`src/verilog/sffe_pkg.sv`:
```
/*
  Shared constants and carrier types for the serial flash front end.
  Assumes a 100 MHz core clock and an outside host in clock mode 0 or 3.
*/
package sffe_pkg;

  // ****************************************************************
  // Instruction codes
  // ****************************************************************
  localparam logic [7:0] OP_DUAL_OUT   = 8'h3b;
  localparam logic [7:0] OP_DUAL_IO    = 8'hbb;
  localparam logic [7:0] OP_QUAD_OUT   = 8'h6b;
  localparam logic [7:0] OP_QUAD_IO    = 8'heb;
  localparam logic [7:0] OP_FAST_READ  = 8'h0b;
  localparam logic [7:0] OP_READ       = 8'h03;
  localparam logic [7:0] OP_READ_4B    = 8'h13;
  localparam logic [7:0] OP_FAST_4B    = 8'h0c;
  localparam logic [7:0] OP_DUAL_4B    = 8'h3c;
  localparam logic [7:0] OP_QUAD_4B    = 8'h6c;
  localparam logic [7:0] OP_ENTER_4B   = 8'hb7;
  localparam logic [7:0] OP_EXIT_4B    = 8'he9;
  localparam logic [7:0] OP_RST_ENABLE = 8'h66;
  localparam logic [7:0] OP_RST_DO     = 8'h99;
  localparam logic [7:0] OP_WR_STATUS  = 8'h01;

  // ****************************************************************
  // Timing and sizes
  // ****************************************************************
  localparam int CLK_PERIOD_NS   = 10;
  localparam int SW_RESET_US     = 30;
  localparam int SW_RESET_CYC    = (SW_RESET_US * 1000 + CLK_PERIOD_NS - 1) / CLK_PERIOD_NS;
  localparam int HW_RESET_US     = 1;
  localparam int HW_RESET_CYC    = (HW_RESET_US * 1000 + CLK_PERIOD_NS - 1) / CLK_PERIOD_NS;
  localparam int ADDR_W          = 32;
  localparam int DUMMY_CYC       = 8;
  localparam int SECTOR_SHIFT    = 12;
  localparam logic RESET_ADDR4   = 1'b0;

  // ****************************************************************
  // Carrier types
  // ****************************************************************
  typedef struct packed {
    logic [3:0] dout;
    logic [3:0] oe_n;
  } sffe_pins_s;

  typedef struct packed {
    logic       four_line_enable_bit;
    logic       powerup_addr_mode_bit;
    logic       status_lock_bit;
    logic       protect_complement_bit;
    logic [3:0] block_protect_bits;
  } sffe_cfg_s;

  typedef enum logic [2:0] {
    ST_IDLE  = 3'b000,
    ST_CMD   = 3'b001,
    ST_ADDR  = 3'b010,
    ST_DUMMY = 3'b011,
    ST_DATA  = 3'b100,
    ST_SKIP  = 3'b101
  } sffe_state_e;

endpackage

```
`src/verilog/sffe_sync.sv`:
```
/*
  Two-flop synchroniser for a bundle of pin levels.
  Assumes inputs are asynchronous to core_clk.
*/
`timescale 1ns/100ps
module sffe_sync #(
  parameter int W = 1,
  parameter logic [W-1:0] INIT = '0
) (
  // Clock and reset
  input  wire logic         core_clk,
  input  wire logic         rstn,
  // Levels
  input  wire logic [W-1:0] async_in,
  output logic      [W-1:0] sync_out
);

  logic [W-1:0] meta_ff;

  // ****************************************************************
  // Two stages; the first is read only by the second.
  // ****************************************************************
  always_ff @(posedge core_clk or negedge rstn)
  begin
    if (!rstn)
    begin
      meta_ff  <= INIT;
      sync_out <= INIT;
    end
    else
    begin
      meta_ff  <= async_in;
      sync_out <= meta_ff;
    end
  end

endmodule

```
`src/verilog/sffe_rst_filter.sv`:
```
/*
  Dedicated reset pin qualifier: a low level that lasts the minimum time
  produces a device reset request. Assumes the pin is already synchronised.
*/
`timescale 1ns/100ps
module sffe_rst_filter #(
  parameter int HOLD_CYC = sffe_pkg::HW_RESET_CYC
) (
  // Clock and reset
  input  wire logic core_clk,
  input  wire logic rstn,
  // Pin level and result
  input  wire logic pin_rst_n_sync,
  output logic      hw_reset_ff
);

  logic [15:0] low_cnt_ff;

  // ****************************************************************
  // Count the low time; assert the reset while long enough.
  // ****************************************************************
  always_ff @(posedge core_clk or negedge rstn)
  begin
    if (!rstn)
    begin
      low_cnt_ff  <= 16'h0000;
      hw_reset_ff <= 1'b0;
    end
    else if (pin_rst_n_sync)
    begin
      low_cnt_ff  <= 16'h0000;
      hw_reset_ff <= 1'b0;
    end
    else if (low_cnt_ff < 16'(HOLD_CYC - 1))
    begin
      low_cnt_ff  <= low_cnt_ff + 16'h0001;
    end
    else
    begin
      hw_reset_ff <= 1'b1;
    end
  end

endmodule

```
`src/verilog/sffe_top.sv`:
```
/*
  Serial flash host-interface front end: chip select, single, two- and
  four-line transfers, pause and write-protect pins, dedicated reset pin,
  3/4-byte address mode. Assumes an SPI host in mode 0 or 3 whose clock
  is far slower than core_clk; all pins are sampled through synchronisers.
*/
// Contract
// RQ1: Chip select high deselects the device and floats every data line.
// RQ2: No instruction accepted until chip select falls after power-up.
// RQ3: Single-line command, address and write bits sampled on rising clock edges.
// RQ4: Single-line read data shifted out, changing on falling clock edges.
// RQ5: Two- and four-line phases: host drives on rising, device drives on falling.
// RQ6: Four-line instructions run only with the four-line enable bit set.
// RQ7: Write-protect pin with lock and protect bits blocks status and sector writes.
// RQ8: Pause low while selected floats outputs and ignores clock and data.
// RQ9: Pause function disabled when the four-line enable bit is set.
// RQ10: Reset pin low for about one microsecond returns to power-on state.
// RQ11: Reset pin acts in every state and idles inactive when open.
// RQ12: Works with clock modes 0 and 3, sampling on rising edges.
// RQ13: Host keeps clock at a fixed level across both chip select edges.
// RQ14: Two-line reads 3Bh and BBh use lines 0 and 1 both ways; the code takes the 3Bh address on line 0 only.
// RQ15: Four-line reads 6Bh and EBh use all four data lines.
// RQ16: Three-byte mode prefixes the extended address register to the address.
// RQ17: Four-byte mode takes the whole address from four bytes.
// RQ18: Power-up address mode comes from the power-up address mode bit.
// RQ19: B7h enters four-byte mode; E9h returns to three-byte mode.
// RQ20: Current address mode is reported as a status bit.
// RQ21: Some basic instructions always take a four-byte address.
// RQ22: 66h then 99h resets; 30 us busy, no commands meanwhile.
// RQ23: Extended address register holds the top address byte.
// RQ24: Reset pin outranks chip select, clock and data lines.
// RQ25: First eight bits after chip select falls are the instruction, MSB first.
`timescale 1ns/100ps
module sffe_top #(
  parameter int SW_RST_CYC = sffe_pkg::SW_RESET_CYC,
  parameter int HW_RST_CYC = sffe_pkg::HW_RESET_CYC
) (
  // Clock and reset
  input  wire logic                core_clk,
  input  wire logic                rstn,
  // Serial bus pins
  input  wire logic                pin_cs_n,
  input  wire logic                pin_sclk,
  input  wire logic                pin_reset_n,
  input  wire logic [3:0]          pin_din,
  output sffe_pkg::sffe_pins_s     pin_out,
  // Configuration bits
  input  wire sffe_pkg::sffe_cfg_s cfg,
  input  wire logic [7:0]          ext_addr_byte,
  // Array side
  input  wire logic [7:0]          rd_data,
  output logic [31:0]              cur_addr_ff,
  output logic                     cmd_valid_ff,
  output logic [7:0]               cmd_code_ff,
  output logic                     wr_status_ok_ff,
  output logic                     sector_ro,
  // Status
  output logic                     current_addr_mode_bit,
  output logic                     busy_ff
);

  // ****************************************************************
  // Pin synchronisers
  // ****************************************************************
  logic       cs_n_s;
  logic       sclk_s;
  logic       rst_n_s;
  logic [3:0] din_s;
  logic       hw_reset_ff;

  // Synchroniser starts at the idle levels, so an open reset pin never counts as low.
  sffe_sync #(.W(7), .INIT(7'h5f)) u_sync ( // RQ11
    .core_clk (core_clk),
    .rstn     (rstn),
    .async_in ({pin_cs_n, pin_sclk, pin_reset_n, pin_din}),
    .sync_out ({cs_n_s, sclk_s, rst_n_s, din_s})
  );

  sffe_rst_filter #(.HOLD_CYC(HW_RST_CYC)) u_rstf (
    .core_clk       (core_clk),
    .rstn           (rstn),
    .pin_rst_n_sync (rst_n_s),
    .hw_reset_ff    (hw_reset_ff)
  );

  // ****************************************************************
  // Edge detection on synchronised clock and select.
  // ****************************************************************
  logic sclk_d_ff;
  logic cs_n_d_ff;
  logic armed_ff;
  logic paused;
  logic rise;
  logic fall;
  logic cs_fall;

  always_ff @(posedge core_clk or negedge rstn)
  begin
    if (!rstn)
    begin
      sclk_d_ff <= 1'b0;
      cs_n_d_ff <= 1'b1;
    end
    else
    begin
      sclk_d_ff <= sclk_s;
      cs_n_d_ff <= cs_n_s;
    end
  end

  // Pause pin is line 3; only a pause while four-line mode is off.
  assign paused  = !cs_n_s && !din_s[3] && !cfg.four_line_enable_bit; // RQ8 RQ9
  assign rise    = sclk_s && !sclk_d_ff && !cs_n_s && !paused; // RQ3 RQ12
  assign fall    = !sclk_s && sclk_d_ff && !cs_n_s && !paused; // RQ4
  assign cs_fall = !cs_n_s && cs_n_d_ff;

  // Only a select fall seen after reset arms the decoder.
  always_ff @(posedge core_clk or negedge rstn)
  begin
    if (!rstn)
      armed_ff <= 1'b0;
    else if (hw_reset_ff)
      armed_ff <= 1'b0; // RQ10 RQ24
    else if (cs_fall)
      armed_ff <= 1'b1; // RQ2
  end

  // ****************************************************************
  // Transfer sequencer
  // ****************************************************************
  sffe_pkg::sffe_state_e state_ff;
  logic [7:0]  shift_ff;
  logic [5:0]  bit_cnt_ff;
  logic [1:0]  width_ff;
  logic        addr4_cmd_ff;
  logic        dummy_ff;
  logic        rst_enable_ff;
  logic [15:0] busy_cnt_ff;
  logic [7:0]  nxt_shift;
  logic [2:0]  lanes;
  logic [31:0] addr_sh_ff;

  // Lines per cycle: width 0 single, 1 two, 2 four.
  assign lanes = (width_ff == 2'd2) ? 3'd4 : (width_ff == 2'd1) ? 3'd2 : 3'd1;

  always_comb
  begin
    nxt_shift = shift_ff;
    unique case (width_ff)
      2'd1:    nxt_shift = {shift_ff[5:0], din_s[1:0]}; // RQ5 RQ14
      2'd2:    nxt_shift = {shift_ff[3:0], din_s[3:0]}; // RQ5 RQ15
      default: nxt_shift = {shift_ff[6:0], din_s[0]};   // RQ3
    endcase
  end

  // Decodes the opcode, collects the address and counts the dummy cycles.
  always_ff @(posedge core_clk or negedge rstn)
  begin
    if (!rstn)
    begin
      state_ff     <= sffe_pkg::ST_IDLE;
      shift_ff     <= 8'h00;
      bit_cnt_ff   <= 6'd0;
      width_ff     <= 2'd0;
      addr4_cmd_ff <= 1'b0;
      dummy_ff     <= 1'b0;
      cmd_code_ff  <= 8'h00;
      cmd_valid_ff <= 1'b0;
      addr_sh_ff   <= 32'h0;
    end
    else if (hw_reset_ff || cs_n_s || busy_ff)
    begin
      state_ff     <= sffe_pkg::ST_IDLE; // RQ1 RQ22 RQ24
      bit_cnt_ff   <= 6'd0;
      width_ff     <= 2'd0;
      cmd_valid_ff <= 1'b0;
    end
    else
    begin
      cmd_valid_ff <= 1'b0;
      unique case (state_ff)
        sffe_pkg::ST_IDLE:
        begin
          if (armed_ff)
            state_ff <= sffe_pkg::ST_CMD;
          bit_cnt_ff <= 6'd0;
        end
        sffe_pkg::ST_CMD:
        begin
          if (rise)
          begin
            shift_ff   <= nxt_shift;
            bit_cnt_ff <= bit_cnt_ff + 6'd1;
            if (bit_cnt_ff == 6'd7)
            begin
              cmd_code_ff  <= nxt_shift; // RQ25
              cmd_valid_ff <= 1'b1;
              bit_cnt_ff   <= 6'd0;
              dummy_ff     <= 1'b0;
              addr4_cmd_ff <= 1'b0;
              state_ff     <= sffe_pkg::ST_SKIP;
              unique case (nxt_shift)
                sffe_pkg::OP_READ, sffe_pkg::OP_FAST_READ:
                  state_ff <= sffe_pkg::ST_ADDR;
                sffe_pkg::OP_READ_4B, sffe_pkg::OP_FAST_4B:
                begin
                  addr4_cmd_ff <= 1'b1; // RQ21
                  state_ff     <= sffe_pkg::ST_ADDR;
                end
                sffe_pkg::OP_DUAL_OUT, sffe_pkg::OP_DUAL_4B:
                begin
                  addr4_cmd_ff <= (nxt_shift == sffe_pkg::OP_DUAL_4B); // RQ21
                  state_ff     <= sffe_pkg::ST_ADDR;
                end
                sffe_pkg::OP_DUAL_IO:
                begin
                  width_ff <= 2'd1; // RQ14
                  state_ff <= sffe_pkg::ST_ADDR;
                end
                sffe_pkg::OP_QUAD_OUT, sffe_pkg::OP_QUAD_4B, sffe_pkg::OP_QUAD_IO:
                begin
                  if (cfg.four_line_enable_bit) // RQ6 RQ15
                  begin
                    addr4_cmd_ff <= (nxt_shift == sffe_pkg::OP_QUAD_4B);
                    width_ff     <= (nxt_shift == sffe_pkg::OP_QUAD_IO) ? 2'd2 : 2'd0;
                    state_ff     <= sffe_pkg::ST_ADDR;
                  end
                end
                default:
                  state_ff <= sffe_pkg::ST_SKIP;
              endcase
              dummy_ff <= (nxt_shift != sffe_pkg::OP_READ) &&
                          (nxt_shift != sffe_pkg::OP_READ_4B);
            end
          end
        end
        sffe_pkg::ST_ADDR:
        begin
          if (rise)
          begin
            shift_ff   <= nxt_shift;
            addr_sh_ff <= (addr_sh_ff << lanes) | 32'(nxt_shift[3:0] &
                          ((width_ff == 2'd2) ? 4'hf : (width_ff == 2'd1) ? 4'h3 : 4'h1));
            bit_cnt_ff <= bit_cnt_ff + 6'(lanes);
            if (6'(bit_cnt_ff + 6'(lanes)) >=
                ((addr4_cmd_ff || current_addr_mode_bit) ? 6'd32 : 6'd24))
            begin
              bit_cnt_ff <= 6'd0;
              state_ff   <= dummy_ff ? sffe_pkg::ST_DUMMY : sffe_pkg::ST_DATA;
              if (cmd_code_ff == sffe_pkg::OP_DUAL_OUT || cmd_code_ff == sffe_pkg::OP_DUAL_4B)
                width_ff <= 2'd1;
              else if (cmd_code_ff == sffe_pkg::OP_QUAD_OUT ||
                       cmd_code_ff == sffe_pkg::OP_QUAD_4B)
                width_ff <= 2'd2;
            end
          end
        end
        sffe_pkg::ST_DUMMY:
        begin
          if (rise)
          begin
            bit_cnt_ff <= bit_cnt_ff + 6'd1;
            if (bit_cnt_ff == 6'(sffe_pkg::DUMMY_CYC - 1))
            begin
              bit_cnt_ff <= 6'd0;
              state_ff   <= sffe_pkg::ST_DATA;
            end
          end
        end
        sffe_pkg::ST_DATA, sffe_pkg::ST_SKIP:
          state_ff <= state_ff;
        default:
          state_ff <= sffe_pkg::ST_IDLE;
      endcase
    end
  end

  // ****************************************************************
  // Address mode, address assembly and software reset.
  // ****************************************************************
  logic mode_loaded_ff;

  always_ff @(posedge core_clk or negedge rstn)
  begin
    if (!rstn)
    begin
      current_addr_mode_bit <= sffe_pkg::RESET_ADDR4;
      mode_loaded_ff        <= 1'b0;
      rst_enable_ff         <= 1'b0;
    end
    else if (hw_reset_ff)
    begin
      mode_loaded_ff <= 1'b0; // RQ10 RQ11
      rst_enable_ff  <= 1'b0;
    end
    else if (!mode_loaded_ff)
    begin
      current_addr_mode_bit <= cfg.powerup_addr_mode_bit; // RQ18 RQ20
      mode_loaded_ff        <= 1'b1;
    end
    else if (cmd_valid_ff)
    begin
      if (cmd_code_ff == sffe_pkg::OP_ENTER_4B)
        current_addr_mode_bit <= 1'b1; // RQ19
      else if (cmd_code_ff == sffe_pkg::OP_EXIT_4B)
        current_addr_mode_bit <= 1'b0; // RQ19
      else if (cmd_code_ff == sffe_pkg::OP_RST_DO && rst_enable_ff)
        mode_loaded_ff <= 1'b0; // RQ22
      rst_enable_ff <= (cmd_code_ff == sffe_pkg::OP_RST_ENABLE); // RQ22
    end
  end

  // Busy window after a software reset.
  always_ff @(posedge core_clk or negedge rstn)
  begin
    if (!rstn)
    begin
      busy_ff     <= 1'b0;
      busy_cnt_ff <= 16'h0000;
    end
    else if (hw_reset_ff)
    begin
      busy_ff     <= 1'b0;
      busy_cnt_ff <= 16'h0000;
    end
    else if (cmd_valid_ff && cmd_code_ff == sffe_pkg::OP_RST_DO && rst_enable_ff)
    begin
      busy_ff     <= 1'b1; // RQ22
      busy_cnt_ff <= 16'(SW_RST_CYC - 1);
    end
    else if (busy_ff)
    begin
      busy_cnt_ff <= busy_cnt_ff - 16'h0001;
      if (busy_cnt_ff == 16'h0000)
        busy_ff <= 1'b0;
    end
  end

  // Final address: extended byte used only in three-byte mode.
  // Follows the shifter past the address phase, so the last address bit is kept.
  always_ff @(posedge core_clk or negedge rstn)
  begin
    if (!rstn)
      cur_addr_ff <= 32'h0;
    else if (state_ff inside {sffe_pkg::ST_ADDR, sffe_pkg::ST_DUMMY, sffe_pkg::ST_DATA})
    begin
      if (addr4_cmd_ff || current_addr_mode_bit)
        cur_addr_ff <= addr_sh_ff; // RQ17 RQ21
      else
        cur_addr_ff <= {ext_addr_byte, addr_sh_ff[23:0]}; // RQ16 RQ23
    end
  end

  // ****************************************************************
  // Write protection.
  // ****************************************************************
  localparam int SECTOR_TOP = sffe_pkg::SECTOR_SHIFT + 15;
  logic wp_n;
  logic [15:0] prot_span;

  // Write-protect pin is line 2 unless four-line mode reuses it.
  assign wp_n = cfg.four_line_enable_bit ? 1'b1 : din_s[2];

  always_ff @(posedge core_clk or negedge rstn)
  begin
    if (!rstn)
      wr_status_ok_ff <= 1'b0;
    else
      wr_status_ok_ff <= !(cfg.status_lock_bit && !wp_n); // RQ7
  end

  // Protected region grows as a power of two of 4KB sectors from the top.
  assign prot_span = (cfg.block_protect_bits == 4'h0) ? 16'h0000 :
                     16'(16'h0001 << cfg.block_protect_bits);
  // Distance from the top is taken one bit wider, so sector zero is not seen as the top.
  assign sector_ro = cfg.protect_complement_bit ^
                     ((17'h10000 - {1'b0, cur_addr_ff[SECTOR_TOP:sffe_pkg::SECTOR_SHIFT]}) <=
                      {1'b0, prot_span} && prot_span != 16'h0000); // RQ7

  // ****************************************************************
  // Output shifter: output data changes on falling clock edges only.
  // ****************************************************************
  logic [7:0] out_sh_ff;
  logic [3:0] dout_ff;
  logic       drive_ff;

  always_ff @(posedge core_clk or negedge rstn)
  begin
    if (!rstn)
    begin
      out_sh_ff <= 8'h00;
      dout_ff   <= 4'h0;
      drive_ff  <= 1'b0;
    end
    else if (cs_n_s || hw_reset_ff || state_ff != sffe_pkg::ST_DATA)
    begin
      drive_ff  <= 1'b0; // RQ1
      out_sh_ff <= rd_data;
    end
    else if (fall)
    begin
      drive_ff <= 1'b1;
      unique case (width_ff)
        2'd1:
        begin
          dout_ff   <= {2'b00, out_sh_ff[7:6]}; // RQ5 RQ14
          out_sh_ff <= (out_sh_ff[5:0] == 6'h00 && out_sh_ff[7:6] != 2'b00) ?
                       {out_sh_ff[5:0], 2'b00} : {out_sh_ff[5:0], 2'b00};
        end
        2'd2:
        begin
          dout_ff   <= out_sh_ff[7:4]; // RQ5 RQ15
          out_sh_ff <= {out_sh_ff[3:0], 4'h0};
        end
        default:
        begin
          dout_ff   <= {2'b00, out_sh_ff[7], 1'b0}; // RQ4
          out_sh_ff <= {out_sh_ff[6:0], 1'b0};
        end
      endcase
    end
  end

  // Enables are active low; pause and deselect float every line.
  always_comb
  begin
    pin_out.dout = dout_ff;
    pin_out.oe_n = 4'hf; // RQ1 RQ8
    if (drive_ff && !cs_n_s && !paused)
    begin
      unique case (width_ff)
        2'd1:    pin_out.oe_n = 4'hc;
        2'd2:    pin_out.oe_n = 4'h0;
        default: pin_out.oe_n = 4'hd;
      endcase
    end
  end

  // ****************************************************************
  // Checks
  // ****************************************************************
  a_float_deselect: assert property (@(posedge core_clk) disable iff (!rstn) // RQ1
    cs_n_s |-> pin_out.oe_n == 4'hf) else $error("Lines driven while deselected.");
  a_pause_float: assert property (@(posedge core_clk) disable iff (!rstn) // RQ8
    paused |-> pin_out.oe_n == 4'hf) else $error("Lines driven while paused.");
  a_quad_gate: assert property (@(posedge core_clk) disable iff (!rstn) // RQ6
    (cmd_valid_ff && cmd_code_ff == sffe_pkg::OP_QUAD_IO && !cfg.four_line_enable_bit)
    |-> width_ff != 2'd2) else $error("Four-line run without enable.");
  a_no_arm_cmd: assert property (@(posedge core_clk) disable iff (!rstn) // RQ2
    !armed_ff |=> !cmd_valid_ff) else $error("Instruction before select fall.");
  a_enter_4b: assert property (@(posedge core_clk) disable iff (!rstn) // RQ19
    (cmd_valid_ff && cmd_code_ff == sffe_pkg::OP_ENTER_4B && mode_loaded_ff && !hw_reset_ff)
    |=> current_addr_mode_bit) else $error("Enter four-byte ignored.");
  a_exit_4b: assert property (@(posedge core_clk) disable iff (!rstn) // RQ19
    (cmd_valid_ff && cmd_code_ff == sffe_pkg::OP_EXIT_4B && mode_loaded_ff && !hw_reset_ff)
    |=> !current_addr_mode_bit) else $error("Exit four-byte ignored.");
  a_sw_busy: assert property (@(posedge core_clk) disable iff (!rstn) // RQ22
    (cmd_valid_ff && cmd_code_ff == sffe_pkg::OP_RST_DO && rst_enable_ff && !hw_reset_ff)
    |=> busy_ff [*8]) else $error("Reset busy window too short.");
  a_hw_reset: assert property (@(posedge core_clk) disable iff (!rstn) // RQ10
    hw_reset_ff |=> state_ff == sffe_pkg::ST_IDLE && !armed_ff) else $error("Reset pin ignored.");
  a_out_fall: assert property (@(posedge core_clk) disable iff (!rstn) // RQ4
    $changed(dout_ff) |-> $past(fall)) else $error("Output changed off a falling edge.");
  c_quad_read: cover property (@(posedge core_clk) state_ff == sffe_pkg::ST_DATA && width_ff == 2'd2);
  c_dual_read: cover property (@(posedge core_clk) state_ff == sffe_pkg::ST_DATA && width_ff == 2'd1);
  c_sw_reset: cover property (@(posedge core_clk) $rose(busy_ff));
  c_pause: cover property (@(posedge core_clk) $rose(paused));

endmodule

```
`config.mk`:
```
export PLATFORM = sky130hd
export DESIGN_NAME = sffe_top
export DESIGN_NICKNAME = d
export VERILOG_FILES = /design/src/verilog/sffe_pkg.sv /design/src/verilog/sffe_sync.sv /design/src/verilog/sffe_rst_filter.sv /design/src/verilog/sffe_top.sv
export SDC_FILE = /design/constraint.sdc
export NUM_CORES = 1
export LEC_CHECK = 0
export ABC_AREA = 1
export BUFFER_PORTS_ARGS = -buffer_cell sky130_fd_sc_hd__buf_2
export CORE_MARGIN = 1.5
export CORE_UTILIZATION = 47
export DETAILED_ROUTE_END_ITERATION = 8
export MAX_ROUTING_LAYER = met4
export PLACE_DENSITY = 0.73
export SYNTH_ARGS = -nofsm -noshare
export SYNTH_HDL_FRONTEND = slang
export SYNTH_SLANG_ARGS = --single-unit
```
`constraint.sdc`:
```
create_clock -name core_clk -period 3.5 [get_ports core_clk]
set_input_delay 0.7 -clock core_clk [delete_from_list [all_inputs] [get_ports core_clk]]
set_output_delay 0.7 -clock core_clk [all_outputs]
set_load 0.01 [all_outputs]
```
==> results of run 1 <==
## critical path, delay by kind of cell (launching register included)
kind | cells | cell delay (ns)
AND/OR/NAND/NOR | 12 | 1.02
XOR/XNOR | 1 | 0.15
flip-flops | 1 | 0.43
AO/OA/AOI/OAI | 2 | 0.28
adder cells (fa/ha/maj) | 2 | 0.41
buffers and inverters | 4 | 0.38
## cell families after synthesis
| family | after synthesis |
|---|---|
| AOI/OAI and AO/OA | 249 |
| buffers and inverters | 205 |
| DFF | 161 |
| adders and majority gates | 29 |
| other | 1 |
| and+or+nand+nor | 574 |
| xor gates and xnor gates | 29 |
| muxes | 13 |
## through the flow
step                TNS [ns]  std cells
floorplan                  0       1261
global placement           0       1584
detailed placement   -0.0933       1584
CTS                   -0.413       1619
global route          -0.570       1619
finish                -0.330       1619
## area by class of cell
cell class,count,area (µm²)
timing repair buffer,104,587
multi-input combinational,895,4750
sequential,161,4050
clock buffer,19,433
inverter,162,613
fill,1876,8760
tap,265,332
clock inverter,13,129
## flip-flops by register name, summed over array words and instances (netlist names), 7 cells and up
register and count:
cur_addr_ff 32, addr_sh_ff 32, out_sh_ff 8, cmd_code_ff 8
u_sync.meta_ff 7, u_rstf.low_cnt_ff 16, u_sync.sync_out 7, busy_cnt_ff 16
shift_ff 7
## power by group through the flow
stage / clock, mW / sequential (mW) / combinational, mW
final: 1.80 / 2.31 / 2.50
after global routing: 1.91 / 2.34 / 2.84
after CTS: 1.83 / 2.31 / 2.45
after detailed placement: 0 / 2.33 / 2.38
after global placement: 0 / 2.32 / 2.35
after floorplan: 0 / 2.36 / 1.70
## per-layer routing
layer  vias to the layer above  routed length, µm  share of wire [%]  GRT usage, %
li1                       4281                  -                  -             -
met1                      4022              10400                 46          29.1
met2                       223              10900                 48          36.3
met3                        35                849                3.7          3.36
met4                         0                593                2.6          8.62
met5                         -                  0                  0             -
## what timing repair did
action                     CTS  global route
pin swaps                    4            16
setup endpoints to repair    1             9
gates resized for setup     10            18
setup buffers                3             0
hold buffers                 0             0
## final timing paths
kind / startpoint / cells past startpoint / end / slack (ns)
worst max-delay path: cur_addr_ff[12] / 21 / sector_ro / -0.33
worst min register to register: u_sync.meta_ff[4] / 0 / u_sync.sync_out[4] / 0.36
min in group core_clk: u_sync.meta_ff[4] / 0 / u_sync.sync_out[4] / 0.36
worst max register to register: width_ff[1] / 20 / bit_cnt_ff[3] / 0.36
max in group asynchronous: rstn / 2 / u_sync.meta_ff[6] / 2.31
worst min-delay path: rstn / 1 / cur_addr_ff[10] / 0.26
## placed cells by master (no fill, tap or decap), types with 9 or more instances in the layout
cell type and instances:
a21oi_1 40, buf_2 84, buf_4 18, clkbuf_16 17
dfrtp_1 148, dfstp_2 13, ha_1 25, inv_1 144
inv_2 16, nand2_1 323, nand3_1 64, nand4_1 16
nor2_1 110, nor2_2 9, nor3_1 15, o211ai_1 16
o21ai_0 138, o21ai_1 9, o22ai_1 11, xor2_1 23
==> impl_metrics.json, run 1 <==
{
  "status": "complete, but fails checks",
  "violations": "negative setup slack",
  "synth_top_family_by_area": "simple AND/OR/NAND/NOR gates",
  "startpoint_type": "flip-flop",
  "seqPwrFrac_pct": 34.9,
  "num_rows": 51,
  "numPortBuffers": 85,
  "grt_start_max_net_pins": 76,
  "grt.overflow.total": 0,
  "clk_latency_ns": 0.44,
  "syn-num-nets": 1323,
  "place_ws_ns": -0.0933,
  "start_util_pct": 48.3,
  "ys_types": 53,
  "cellPowerDensity_nw_per_um2": 607,
  "synth_ff_type": "dfrtp_1",
  "final_core_util_pct": 55.4,
  "synth.top_cell.area_share_pct": 39.0,
  "cts_max_level": 4,
  "clockBufferDepth": 2,
  "firstDrtPassIters": 5,
  "synthTopCellsByArea": "dfrtp_1 (39%), nand2_1 (13%), o21ai_0 (7.3%), inv_1 (5.8%), nor2_1 (4.5%)",
  "synth_edf_count": 0,
  "synthCells": 1261,
  "p_total_mw": 6.61,
  "antenna_cells": 0,
  "hpwl_um": 16500,
  "layout.nets": 1403,
  "totalWireLength_um": 22800,
  "layout-drive-gt1-share_pct": 16.2,
  "period_needed_ns": 3.83,
  "worst-setup-path-type": "reg -> out",
  "finalClockSkew_ns": 0.00906,
  "cts_tree": "yes",
  "synthAdderAreaFrac_pct": 3.82,
  "peakVddDrop_uv": 410,
  "route.vias.total": 8561,
  "end_kind": "primary output",
  "drt_iter0_markers": 587,
  "setup_violations": 1,
  "synth_most_common_cell": "nand2_1",
  "cp_cell_sequence": "inv_2 -> ha_4 -> nand3_4 -> nor2_4 -> nand3_2 -> nor2_2 -> inv_1 -> nor2_2 -> xor2_1 -> inv_1 -> ha_4 -> a21oi_1 -> o21a_1 -> nor2_1 -> nor2_1 -> nand3_2 -> nand2_1 -> nand2_1 -> nand2_1 -> nand2_1 -> buf_2",
  "grt_setup_unrepaired": "true",
  "cts_made_buffers": 17,
  "place_congestion": 0.915,
  "chipWidth_um": 145,
  "required_ns": 2.80,
  "clk_pin_slew_ns": 0.07,
  "slew_viol_final": 0,
  "muxShareOfSynthArea_pct": 1.44,
  "relSlewSlack_pct": 54.3,
  "p_sw_mw": 2.62,
  "place_area_um2": 10200,
  "cp_max_fo": 4,
  "syn-cell-area_um2": 9500,
  "hold_path.class": "in -> async",
  "period_share_pct": 109,
  "ios": 86,
  "vias_per_cell": 5.29,
  "core_area_um2": 19700,
  "clkSinkCount": 161,
  "yosysWarningCount": 0,
  "intPower_mw": 3.99,
  "die-height_um": 145,
  "synthArstFlopShare_pct": 100,
  "grt_pass1_vias": 8034,
  "power.static_leakage_nw": 5.34,
  "crit_arrival_ns": 3.13,
  "crit_top_cell": "nand2_1",
  "crit_slowest_cell": "dfrtp_1",
  "setup_ws_ns": -0.330,
  "antenna_left": 0,
  "dieArea_um2": 21100,
  "yosys.area_share.simple_pct": 25.7,
  "hold_viol_final": 0,
  "clockPowerShare_pct": 27.3,
  "synth_commonest_cells": "nand2_1 (324), dfrtp_1 (148), inv_1 (147)",
  "synth-xor-area-share_pct": 2.75,
  "post-route-cell-area_um2": 10900,
  "synth_top_area_cell": "dfrtp_1",
  "area_growth_pct": 14.7,
  "avgSynthCellArea_um2": 7.53,
  "yosysSeqAreaShare_pct": 42.6,
  "ys_ff_latch": 161,
  "gr-usage-all-layers_pct": 22.7,
  "antenna_found_initial": 0,
  "power_frac_comb_pct": 37.9,
  "cpPeakStageDelay_ns": 0.43,
  "worst_pin_slew_ns": 0.683,
  "wire_per_inst_um": 14.1,
  "post-route-drc-count": 0,
  "p_sw_share_pct": 39.6,
  "whs_ns": 0.264,
  "synth_compound_area_share_pct": 14.7,
  "max-cap-violations": 0,
  "root_buffer": "clkbuf_16",
  "grt_pass1_wl_um": 38100,
  "fmax_mhz": 261
}
No activity file was read; power rests on OpenSTA's default activity.
==> inputs of run 2 (changes only) <==
Settings changed: CORE_UTILIZATION 47 to 45, PLACE_DENSITY 0.73 to 0.71.
==> run 2 against run 1 <==
  * The flow still finishes with violations (negative setup slack)
  * Count of clock-buffer cells in the layout decreased by 1
  * Hold slack gained 0.031 ns
  * Critical path depth did not move
  * Global-route usage down 0.45 points
  * Maximum frequency is 0.71% higher
  * Clock power is 9% higher
  * Critical endpoint unchanged
==> impl_metrics.json, run 2 (same netlist as run 1, synthesis figures left out) <==
{
  "antenna_cells": 0,
  "grt_pass1_wl_um": 38400,
  "status": "complete, but fails checks",
  "end_kind": "primary output",
  "antenna_found_initial": 0,
  "vias_per_cell": 5.21,
  "die-height_um": 148,
  "peakVddDrop_uv": 410,
  "post-route-cell-area_um2": 10900,
  "core_area_um2": 20500,
  "hold_viol_final": 0,
  "violations": "negative setup slack",
  "reg_top3": "addr_sh_ff: 32 flops, cur_addr_ff: 32 flops",
  "clk_pin_slew_ns": 0.07,
  "slew_viol_final": 0,
  "totalWireLength_um": 22600,
  "area_growth_pct": 15.2,
  "place_area_um2": 10200,
  "crit_arrival_ns": 3.10,
  "setup_violations": 1,
  "ios": 86,
  "hold_path.class": "in -> async",
  "num_rows": 52,
  "grt.overflow.total": 0,
  "cts_tree": "yes",
  "layout_commonest_cell": "nand2_1",
  "max-cap-violations": 0,
  "required_ns": 2.80,
  "fill_cells": 1957,
  "start_util_pct": 46.3,
  "period_share_pct": 109,
  "grt_setup_unrepaired": "true",
  "stdcell_count": 1625,
  "dieArea_um2": 22000,
  "cellPowerDensity_nw_per_um2": 616,
  "relSlewSlack_pct": 47.8,
  "grt_start_max_net_pins": 83,
  "layout.nets": 1404,
  "chipWidth_um": 148,
  "clockBufferDepth": 2,
  "whs_ns": 0.295,
  "startpoint_type": "flip-flop",
  "setup_ws_ns": -0.303,
  "ctsHoldBuffers": 0,
  "route.vias.total": 8473,
  "numPortBuffers": 85,
  "worst-setup-path-type": "reg -> out",
  "cp_max_fo": 4,
  "root_buffer": "clkbuf_16",
  "antenna_left": 0,
  "clkSinkCount": 161,
  "power.static_leakage_nw": 5.38,
  "layout-drive-gt1-share_pct": 16.2,
  "worst_pin_slew_ns": 0.780,
  "cts_max_level": 4,
  "drt_iter0_markers": 527,
  "period_needed_ns": 3.80,
  "hpwl_um": 16600,
  "placed_cells": 1589,
  "finalClockSkew_ns": 0.00929,
  "cts_made_buffers": 17,
  "wire_per_inst_um": 13.9,
  "mostFrequentLayoutCells": "nand2_1 (323), dfrtp_1 (148), inv_1 (144)",
  "clk_latency_ns": 0.44,
  "post-route-drc-count": 0,
  "grt_pass1_vias": 7961,
  "firstDrtPassIters": 6,
  "place_congestion": 0.915,
  "fmax_mhz": 263,
  "gr-usage-all-layers_pct": 22.2
}
-- run 2: worst max-delay path, cell delays in order, from the launching register on --
cell	delay, ns
dfrtp_1	0.41
inv_2	0.10
ha_4	0.15
nand3_2	0.12
nor2_4	0.14
nand3_2	0.11
nor2_4	0.11
inv_2	0.05
nor2_2	0.12
xor2_1	0.16
inv_1	0.10
ha_4	0.25
a21oi_1	0.12
o21a_1	0.13
nor2_1	0.04
nor2_1	0.11
nand3_1	0.08
nand2_1	0.09
nand2_1	0.05
nand2_1	0.05
nand2_1	0.04
buf_2	0.13
-- run 2: cell type report --
type | instances | area (µm²) | share of cell area (%)
Clock buffer | 18 | 439 | 4.01
Multi-Input combinational cell | 895 | 4730 | 43.2
Sequential cell | 161 | 4050 | 37.0
Timing Repair Buffer | 105 | 594 | 5.43
Clock inverter | 14 | 181 | 1.66
Inverter | 162 | 613 | 5.60
Tap cell | 270 | 338 | 3.09
-- run 2: metrics by stage --
step           power, mW   TNS, ns  util [%]  worst slack (ns)
3_5_place_dp        4.70  -0.00954      49.6          -0.00954
6_report            6.74    -0.303      53.4            -0.303
3_3_place_gp        4.66         0      49.6            0.0498
2_1_floorplan       4.06         0         -             0.197
5_1_grt             7.24    -0.540      53.4            -0.540
4_1_cts             6.73    -0.427      52.9            -0.427
-- run 2: power by group --
group | internal [mW] | switching [mW] | leakage [nW]
combinational | 0.885 | 1.59 | 3.14
clock | 1.11 | 0.851 | 0.305
sequential | 2.10 | 0.208 | 1.93
total | 4.09 | 2.65 | 5.38
-- run 2: repair_timing --
item,CTS,global route
pin swaps,5,18
setup buffers,2,2
gates resized for setup,10,15
setup endpoints to repair,1,7
-- run 2: final timing paths --
kind / from / to / slack, ns / cells past startpoint
max: cur_addr_ff[13] / sector_ro / -0.30 / 21
max in group asynchronous: rstn / u_sync.meta_ff[2] / 2.39 / 2
min: rstn / cur_addr_ff[2] / 0.30 / 1
min in group core_clk: pin_cs_n / u_sync.meta_ff[6] / 0.35 / 1
min reg2reg: u_sync.meta_ff[2] / u_sync.sync_out[2] / 0.36 / 0
max reg2reg: width_ff[1] / bit_cnt_ff[3] / 0.42 / 20
-- run 2: metal layers --
| metal | up-vias | share of wire, % | track usage (%) |
|---|---|---|---|
| met3 | 35 | 3.7 | 3.40 |
| met5 | - | 0 | - |
| met1 | 3969 | 46 | 28.8 |
| met4 | 0 | 1.9 | 7.52 |
| met2 | 190 | 48 | 35.7 |
| li1 | 4279 | - | - |
